File: src/shc_map.vh
// register map, field positions, reset values and timing counts of the handler control block
//
// Behaviour
// - writing one to reset-request bit 2 asserts the system reset request output
// - the reset request causes warm reset, which returns the reset-request bit to zero
// - clear-active bit erases all active state; zero does nothing; bit self-clears
// - local reset bit 0 resets all but debug units and reads back zero
// - byte order flag reads zero: little-endian is the default
// - each system exception owns one 8-bit priority slot, four per word
// - three priority words at consecutive addresses hold slots 4-7, 8-11, 12-15
// - only the top three bits of each slot are implemented
// - unimplemented slot bits read zero and writes to them are ignored
// - first word: memmanage 7-5, bus 15-13, usage 23-21, 31-29 reserved writable
// - control word: fault enables 18-16, pending bits 15-12, zero after reset
// - active bits 11,10,8,7,3,1,0 read/write; writes change state only
// - writes need key 0x5fa in bits 31-16; reads return 0xfa05
`ifndef SHC_MAP_VH
`define SHC_MAP_VH

// ****************************************************************
// register byte addresses
// ****************************************************************
`define SHC_ADDR_PRI_FAULT   32'he000ed18
`define SHC_ADDR_PRI_CALL    32'he000ed1c
`define SHC_ADDR_PRI_TICK    32'he000ed20
`define SHC_ADDR_CTRL_STATE  32'he000ed24
`define SHC_ADDR_APP_RESET   32'he000ed0c
`define SHC_ADDR_IRQ_STATUS  32'he000ed80
`define SHC_ADDR_IRQ_ENABLE  32'he000ed84
`define SHC_ADDR_IRQ_CLEAR   32'he000ed88

// ****************************************************************
// field positions and masks
// ****************************************************************
`define SHC_PRI_MASK         32'he0e0e0e0
`define SHC_CTRL_MASK        32'h0007fd8b
`define SHC_CTRL_ACTIVE_MASK 32'h00000d8b
`define SHC_APP_SYSREQ_BIT   2
`define SHC_APP_CLRACT_BIT   1
`define SHC_APP_LOCRST_BIT   0
`define SHC_APP_ORDER_BIT    15
`define SHC_KEY_WRITE        16'h05fa
`define SHC_KEY_READ         16'hfa05

// ****************************************************************
// reset values and event bits
// ****************************************************************
`define SHC_PRI_RESET        32'h00000000
`define SHC_CTRL_RESET       32'h00000000
`define SHC_EVT_SYSREQ       0
`define SHC_EVT_CLRACT       1
`define SHC_EVT_LOCRST       2
`define SHC_EVT_BADKEY       3
`define SHC_EVT_WIDTH        4

// ****************************************************************
// timing
// ****************************************************************
`define SHC_CLK_HZ           10000000
`define SHC_PULSE_NS         100
`define SHC_PULSE_CYC        ((`SHC_PULSE_NS * (`SHC_CLK_HZ / 1000000) + 999) / 1000)

`endif

File: src/shc_event_reg.v
// sticky event status, enable and interrupt level
`timescale 1ns/10ps
`include "shc_map.vh"
module shc_event_reg #(
  parameter WIDTH = 4
) (
  // clock and reset
  input  wire             sys_clk_in,
  input  wire             rst_b_in,
  // events and software access
  input  wire [WIDTH-1:0] event_in,
  input  wire [WIDTH-1:0] clear_in,
  input  wire [WIDTH-1:0] enable_in,
  // results
  output reg  [WIDTH-1:0] status_out,
  output reg              irq_out
);
  wire [WIDTH-1:0] next_status;
  genvar i;

  // ****************************************************************
  // sticky bits: a set in the clearing cycle wins
  // ****************************************************************
  generate
    for (i = 0; i < WIDTH; i = i + 1) begin : g_bit
      assign next_status[i] = event_in[i] | (status_out[i] & ~clear_in[i]);
    end
  endgenerate

  always @(posedge sys_clk_in or negedge rst_b_in) begin
    if (!rst_b_in) begin
      status_out <= {WIDTH{1'b0}};
      irq_out    <= 1'b0;
    end else begin
      status_out <= next_status;
      irq_out    <= |(next_status & enable_in);
    end
  end
endmodule

File: src/shc_top.v
// handler priority, control/state and application reset control registers on wishbone
//
// Register access over Wishbone was chosen for this implementation.
`timescale 1ns/10ps
`include "shc_map.vh"
module shc_top #(
  parameter PULSE_CYC = `SHC_PULSE_CYC
) (
  // clock and reset
  input  wire        sys_clk_in,
  input  wire        rst_b_in,
  // wishbone slave
  input  wire        wb_cyc_in,
  input  wire        wb_stb_in,
  input  wire        wb_we_in,
  input  wire [31:0] wb_adr_in,
  input  wire [3:0]  wb_sel_in,
  input  wire [31:0] wb_dat_in,
  output reg  [31:0] wb_dat_out,
  output reg         wb_ack_out,
  // reset and exception control
  output reg         system_reset_request_out,
  output reg         local_system_reset_out,
  output reg         clear_active_exception_state_out,
  // fault enables and priorities to the exception logic
  output reg         usage_fault_enable_out,
  output reg         bus_fault_enable_out,
  output reg         memmanage_fault_enable_out,
  output reg  [2:0]  memmanage_priority_out,
  output reg  [2:0]  bus_fault_priority_out,
  output reg  [2:0]  usage_fault_priority_out,
  // interrupt
  output wire        irq_out
);
  // ****************************************************************
  // storage
  // ****************************************************************
  reg  [31:0] pri_reg [0:2];
  reg  [31:0] ctrl_state;
  reg  [3:0]  irq_enable;
  reg  [3:0]  evt_pulse;
  reg  [3:0]  evt_clear;
  reg  [7:0]  pulse_cnt;
  reg         sys_req;
  wire [3:0]  irq_status;
  wire [31:0] byte_mask;
  wire [31:0] next_pri;
  wire [31:0] next_ctrl;
  wire        wr_req;
  wire        key_ok;
  reg  [31:0] next_rdata;
  reg         hit;
  integer     k;

  function [1:0] pri_index;
    input [31:0] adr;
    begin
      if (adr == `SHC_ADDR_PRI_FAULT)
        pri_index = 2'd0;
      else if (adr == `SHC_ADDR_PRI_CALL)
        pri_index = 2'd1;
      else if (adr == `SHC_ADDR_PRI_TICK)
        pri_index = 2'd2;
      else
        pri_index = 2'd3;
    end
  endfunction

  function [31:0] merge;
    input [31:0] old;
    input [31:0] wdata;
    input [31:0] lanes;
    input [31:0] impl;
    begin
      merge = ((old & ~lanes) | (wdata & lanes)) & impl;
    end
  endfunction

  // ****************************************************************
  // bus decode
  // ****************************************************************
  assign byte_mask = {{8{wb_sel_in[3]}}, {8{wb_sel_in[2]}}, {8{wb_sel_in[1]}}, {8{wb_sel_in[0]}}};
  assign wr_req    = wb_cyc_in & wb_stb_in & wb_we_in & ~wb_ack_out;
  assign key_ok    = (wb_dat_in[31:16] == `SHC_KEY_WRITE) & wb_sel_in[3] & wb_sel_in[2];
  assign next_ctrl = merge(ctrl_state, wb_dat_in, byte_mask, `SHC_CTRL_MASK);
  assign next_pri  = merge(pri_reg[pri_index(wb_adr_in)], wb_dat_in, byte_mask,
                           `SHC_PRI_MASK);

  always @* begin
    hit        = 1'b1;
    next_rdata = 32'h00000000;
    case (wb_adr_in)
      `SHC_ADDR_PRI_FAULT,
      `SHC_ADDR_PRI_CALL,
      `SHC_ADDR_PRI_TICK:   next_rdata = pri_reg[pri_index(wb_adr_in)] & `SHC_PRI_MASK;
      `SHC_ADDR_CTRL_STATE: next_rdata = ctrl_state;
      `SHC_ADDR_APP_RESET:  next_rdata = {`SHC_KEY_READ, 16'h0000};
      `SHC_ADDR_IRQ_STATUS: next_rdata = {28'h0000000, irq_status};
      `SHC_ADDR_IRQ_ENABLE: next_rdata = {28'h0000000, irq_enable};
      `SHC_ADDR_IRQ_CLEAR:  next_rdata = 32'h00000000;
      default:              hit = 1'b0;
    endcase
  end

  // ****************************************************************
  // register writes and one-cycle ack
  // ****************************************************************
  always @(posedge sys_clk_in or negedge rst_b_in) begin
    if (!rst_b_in) begin
      for (k = 0; k < 3; k = k + 1)
        pri_reg[k] <= `SHC_PRI_RESET;
      ctrl_state <= `SHC_CTRL_RESET;
      irq_enable <= 4'h0;
      wb_ack_out <= 1'b0;
      wb_dat_out <= 32'h00000000;
      evt_pulse  <= 4'h0;
      evt_clear  <= 4'h0;
      sys_req    <= 1'b0;
    end else begin
      wb_ack_out <= wb_cyc_in & wb_stb_in & ~wb_ack_out;
      wb_dat_out <= (wb_cyc_in & wb_stb_in & ~wb_we_in & hit) ? next_rdata : 32'h00000000;
      evt_pulse  <= 4'h0;
      evt_clear  <= 4'h0;
      if (sys_req)
        sys_req <= 1'b0;
      if (wr_req) begin
        case (wb_adr_in)
          `SHC_ADDR_PRI_FAULT,
          `SHC_ADDR_PRI_CALL,
          `SHC_ADDR_PRI_TICK:   pri_reg[pri_index(wb_adr_in)] <= next_pri;
          `SHC_ADDR_CTRL_STATE: ctrl_state <= next_ctrl;
          `SHC_ADDR_APP_RESET: begin
            if (key_ok & wb_sel_in[0]) begin
              if (wb_dat_in[`SHC_APP_SYSREQ_BIT]) begin
                sys_req                    <= 1'b1;
                evt_pulse[`SHC_EVT_SYSREQ] <= 1'b1;
              end
              if (wb_dat_in[`SHC_APP_CLRACT_BIT]) begin
                ctrl_state                 <= ctrl_state & ~`SHC_CTRL_ACTIVE_MASK;
                evt_pulse[`SHC_EVT_CLRACT] <= 1'b1;
              end
              if (wb_dat_in[`SHC_APP_LOCRST_BIT]) begin
                for (k = 0; k < 3; k = k + 1)
                  pri_reg[k] <= `SHC_PRI_RESET;
                ctrl_state                 <= `SHC_CTRL_RESET;
                evt_pulse[`SHC_EVT_LOCRST] <= 1'b1;
              end
            end else begin
              evt_pulse[`SHC_EVT_BADKEY] <= 1'b1;
            end
          end
          `SHC_ADDR_IRQ_ENABLE: if (wb_sel_in[0]) irq_enable <= wb_dat_in[3:0];
          `SHC_ADDR_IRQ_CLEAR:  if (wb_sel_in[0]) evt_clear <= wb_dat_in[3:0];
          default:              irq_enable <= irq_enable;
        endcase
      end
    end
  end

  // ****************************************************************
  // reset and clear pulses, held for the pulse width
  // ****************************************************************
  always @(posedge sys_clk_in or negedge rst_b_in) begin
    if (!rst_b_in) begin
      pulse_cnt                        <= 8'h00;
      system_reset_request_out         <= 1'b0;
      local_system_reset_out           <= 1'b0;
      clear_active_exception_state_out <= 1'b0;
    end else begin
      // the request is a pulse; the warm reset it triggers clears this block anyway
      if (evt_pulse[2:0] != 3'b000) begin
        pulse_cnt                        <= PULSE_CYC[7:0];
        system_reset_request_out         <= evt_pulse[`SHC_EVT_SYSREQ] | system_reset_request_out;
        local_system_reset_out           <= evt_pulse[`SHC_EVT_LOCRST] | local_system_reset_out;
        clear_active_exception_state_out <= evt_pulse[`SHC_EVT_CLRACT]
                                            | clear_active_exception_state_out;
      end else if (pulse_cnt > 8'h01) begin
        pulse_cnt <= pulse_cnt - 8'h01;
      end else begin
        pulse_cnt                        <= 8'h00;
        system_reset_request_out         <= 1'b0;
        local_system_reset_out           <= 1'b0;
        clear_active_exception_state_out <= 1'b0;
      end
    end
  end

  // ****************************************************************
  // decoded fields to the exception logic
  // ****************************************************************
  always @(posedge sys_clk_in or negedge rst_b_in) begin
    if (!rst_b_in) begin
      usage_fault_enable_out     <= 1'b0;
      bus_fault_enable_out       <= 1'b0;
      memmanage_fault_enable_out <= 1'b0;
      memmanage_priority_out     <= 3'h0;
      bus_fault_priority_out     <= 3'h0;
      usage_fault_priority_out   <= 3'h0;
    end else begin
      usage_fault_enable_out     <= ctrl_state[18];
      bus_fault_enable_out       <= ctrl_state[17];
      memmanage_fault_enable_out <= ctrl_state[16];
      memmanage_priority_out     <= pri_reg[0][7:5];
      bus_fault_priority_out     <= pri_reg[0][15:13];
      usage_fault_priority_out   <= pri_reg[0][23:21];
    end
  end

  shc_event_reg #(
    .WIDTH (`SHC_EVT_WIDTH)
  ) u_events (
    .sys_clk_in (sys_clk_in),
    .rst_b_in   (rst_b_in),
    .event_in   (evt_pulse),
    .clear_in   (evt_clear),
    .enable_in  (irq_enable),
    .status_out (irq_status),
    .irq_out    (irq_out)
  );
endmodule

File: config.mk
export PLATFORM = sky130hd
export DESIGN_NAME = shc_top
export DESIGN_NICKNAME = d
export VERILOG_FILES = /design/src/shc_event_reg.v /design/src/shc_top.v
export VERILOG_INCLUDE_DIRS = /design/src
export SDC_FILE = /design/constraint.sdc
export NUM_CORES = 1
export LEC_CHECK = 0
export ABC_CLOCK_PERIOD_IN_PS = 1800
export BUFFER_PORTS_ARGS = -buffer_cell sky130_fd_sc_hd__buf_2
export CAP_MARGIN = 15
export CORE_UTILIZATION = 35
export DETAILED_ROUTE_END_ITERATION = 7
export GPL_TIMING_DRIVEN = 0
export PLACE_DENSITY = 0.67
export SLEW_MARGIN = 20
export SYNTH_ARGS = -nofsm -noshare
export SYNTH_HDL_FRONTEND = slang
export SYNTH_SLANG_ARGS = --single-unit
File: constraint.sdc
create_clock -name sys_clk_in -period 1.8 [get_ports sys_clk_in]
set_input_delay 0.36 -clock sys_clk_in [delete_from_list [all_inputs] [get_ports sys_clk_in]]
set_output_delay 0.36 -clock sys_clk_in [all_outputs]
set_load 0.02 [all_outputs]
==> metrics.md <==
| Metric | Value |
|---|---|
| Max Clk Rate | roughly 470 MHz |
| Worst Hold Class | in -> reg |
| Pre-antenna DRT Iters | 7 |
| First-pass GRT wire length | ~26,000 um |
| Clock Pin Slew Worst Setup and Hold Paths | 0.05 ns |
| Min cycle time layout | around 2.1 ns |
| H-tree levels | 4 |
| Number of global-route vias before repair | roughly 5,000 |
| Pwr Density | just under 800 nW/um^2 |
| Reg-to-Reg Start | wb_ack_out |
| Worst setup margin | -0.314 ns |
| Total Routed Length | roughly 18,000 um |
| Cell area after synthesis | about 5300 um^2 |
| Clock Tree Buf Depth | 2 |
| Via count | a little over 5,000 |
| Mapped Cells | around 510 |
| Post-Syn Area per Cell | roughly 11 um^2 |
| RD Place Congestion | 0.906 |
| Starting DRT DRC Count | between 500 and 600 |
| Die footprint | 15,800 um^2 |
| Vias per inst | between 5 and 6 |
| Max FO, Critical Path | 4 |
| Max-cap violations | 0 |
| Unrepaired setup endpoints after global routing | yes |
| Placed cell areas | roughly 6300 um^2 |
| Yosys cell types | 55 |
| Final nets | about 760 |
| Crit end category | flop |
| Final setup violation count | 54 |
| Placed insts | around 800 |
| Fin area | between 8000 and 9000 um^2 |
| Ys async rst share | 100% |
| Die Wd | around 130 um |
| N_diodes | 0 |
| Final Util | ~55% |
| Final ANT Viol Nets | 0 |
| Req. time, crit path | about 2.1 ns |
| Largest register FFs | 36 |
| Number of enable flip-flop cells after synthesis | 0 |
| FILL cells | between 1,000 and 1,500 |
| Layout Skew | a little under 0.008 ns |
| Top cell type's share of synthesized area | between 50% and 60% |
| DP Worst Slack | -1.15 ns |
| Slew Viols, Final | 0 |
| Critical Path Source Type | input pin |
| Avg WL per Cell | ~21 um |
| Yosys top cell by area | dfrtp_1 |
| Yosys warns | 0 |
| Gr ovfl total | 0 |
| Final Hold Viols | 0 |
| Root buf cell | clkbuf_16 |
| Worst slew pin tran | 0.749 ns |
| Placeable Area | about 15,000 um^2 |
| DRC | 6 |
| # rows | 44 |
| Initial antenna violation count | 0 |
| Tot Pwr | 6.29 mW |
| Share of post-route cells with drive strength above 1 | between 40 and 50% |
| I/O Pins | about 120 |
| Final hold slack | between 0.15 and 0.2 ns |
| R2R setup slack | -0.25 ns |
| Top_reg_cell synth | dfrtp_1 |
| Chip height | about 130 um |
| Clock Latency Late Sink | between 0.4 and 0.5 ns |
| Final TNS setup | -11.91 ns |
| Port bufs | 111 |
| Worst setup path startpoint | wb_adr_in[4] |
| CTS buffer count | 17 |
| Initial core utilization | between 30% and 40% |
| Layout overhead on the synthesized area | 51.4% |
| Headroom to the max-slew limit | 50.1% |
| GRT Util Overall | roughly a fifth |
| Final Non-Filler Cells | between 800 and 900 |
| Worst EP arrival | roughly 2.4 ns |
| DP HPWL | roughly 11,000 um |
| Post-synthesis register bit count | roughly 120 |
| CTS Sinks | between 100 and 150 |
| Largest net degree at the start of global routing | 84 |
| Failing checks | design-rule violations, negative setup slack |
| Leakage | a little under 4 nW |
| Critical hold path startpoint | wb_adr_in[3] |
| Sequential area share after synthesis | between 50% and 60% |
| CTS tree | yes |
| Synth top area cells | dfrtp_1 (54%), mux2_2 (4.0%), nand2_1 (2.7%), o2bb2ai_1 (2.6%), o21ai_0 (2.2%) |
| Critical path type | in -> reg |
| Crit share post-route | 117% |
| Status | finished, violations left |
| IR drop worst, VDD | 0.000693 V |
[final timing paths]
kind                                                  end  depth (start not counted)
worst max-delay path                        ctrl_state[3]                          6
worst min-delay path                        wb_dat_out[2]                          2
worst max register to register                pri_reg[15]                          9
worst min register to register  memmanage_priority_out[1]                          0
max in group asynchronous                   irq_enable[2]                          3
min in group asynchronous                   wb_dat_out[6]                          2
[cell families after synthesis]
| group | Yosys count | share of synthesized area, % |
|---|---|---|
| multiplexers | 30 | 6.06 |
| flip-flops | 115 | 53.8 |
| buffers and inverters | 62 | 5.01 |
| AND/OR/NAND/NOR | 178 | 18.7 |
| adder cells (fa/ha/maj) | 2 | 0.468 |
| AO/OA/AOI/OAI | 115 | 15.0 |
| XOR/XNOR | 5 | 0.819 |
| other | 1 | 0.0701 |
[routing by layer]
layer | vias to the layer above | GRT usage, % | routed length, um
met2 | 300 | 32.3 | 8600
met3 | 76 | 4.76 | 1560
met4 | 0 | 11.4 | 722
met5 | - | 0 | 0
li1 | 2214 | - | -
met1 | 2519 | 27.9 | 7530
[final cells by class]
| cell class | instances | area [um^2] | share of cell area [%] |
|---|---|---|---|
| inverter | 28 | 105 | 1.30 |
| timing repair buffer | 160 | 1110 | 13.8 |
| buffer | 28 | 251 | 3.11 |
| clock inverter | 8 | 75.1 | 0.927 |
| sequential | 115 | 2880 | 35.5 |
| clock buffer | 24 | 502 | 6.20 |
| multi-input combinational | 336 | 2940 | 36.3 |
| tap | 184 | 230 | 2.84 |
[worst max-delay path: stages]
cell and delay [ns]:
buf_8 0.10, or4b_4 0.58, or2_4 0.27, or3_4 0.39, a2111o_1 0.45, a22o_1 0.27
[layout by cell type (no fill, tap or decap), types with 9 or more instances in the layout]
cell and count:
dfrtp_1 115, buf_2 104, buf_4 42, nand2_1 33, inv_1 28, nor2_1 27
clkbuf_16 19, mux2_2 18, buf_6 17, a21oi_1 17, a22oi_1 14, o21ai_2 14
nand3_2 13, and2_1 10, o2bb2ai_1 9
[cells in the mapped netlist (all sizes together) (4+ instances only)]
cell type    n
and2        10
or4b         5
nand2       39
o2bb2ai     16
nand4        6
nor3         6
nand2b       5
a22oi       14
o21ai       24
and3         7
a41oi        4
nor4        14
mux2i       11
dfrtp      115
nor2        29
nand4b       4
o31ai        9
nor2b        5
a21o         5
a21oi       17
clkbuf      22
mux2        19
buf         12
inv         28
nand3       23
nor4b        6
[repair_timing]
item                                   in CTS  in global routing
endpoints found under the hold margin      32                  0
pin swaps                                  30                 33
hold buffers                                1                  0
buffers inserted                           32                 12
setup endpoints to repair                  81                 88
resized for setup                         123                 95
cloned                                      1                  4
[power by group]
part / internal (mW) / switching [mW] / leakage, nW
sequential: 2.59 / 0.00298 / 1.53
combinational: 0.162 / 0.246 / 2.16
clock: 2.07 / 1.21 / 0.286
total: 4.83 / 1.46 / 3.97
Power figures use the tool's default switching activity.
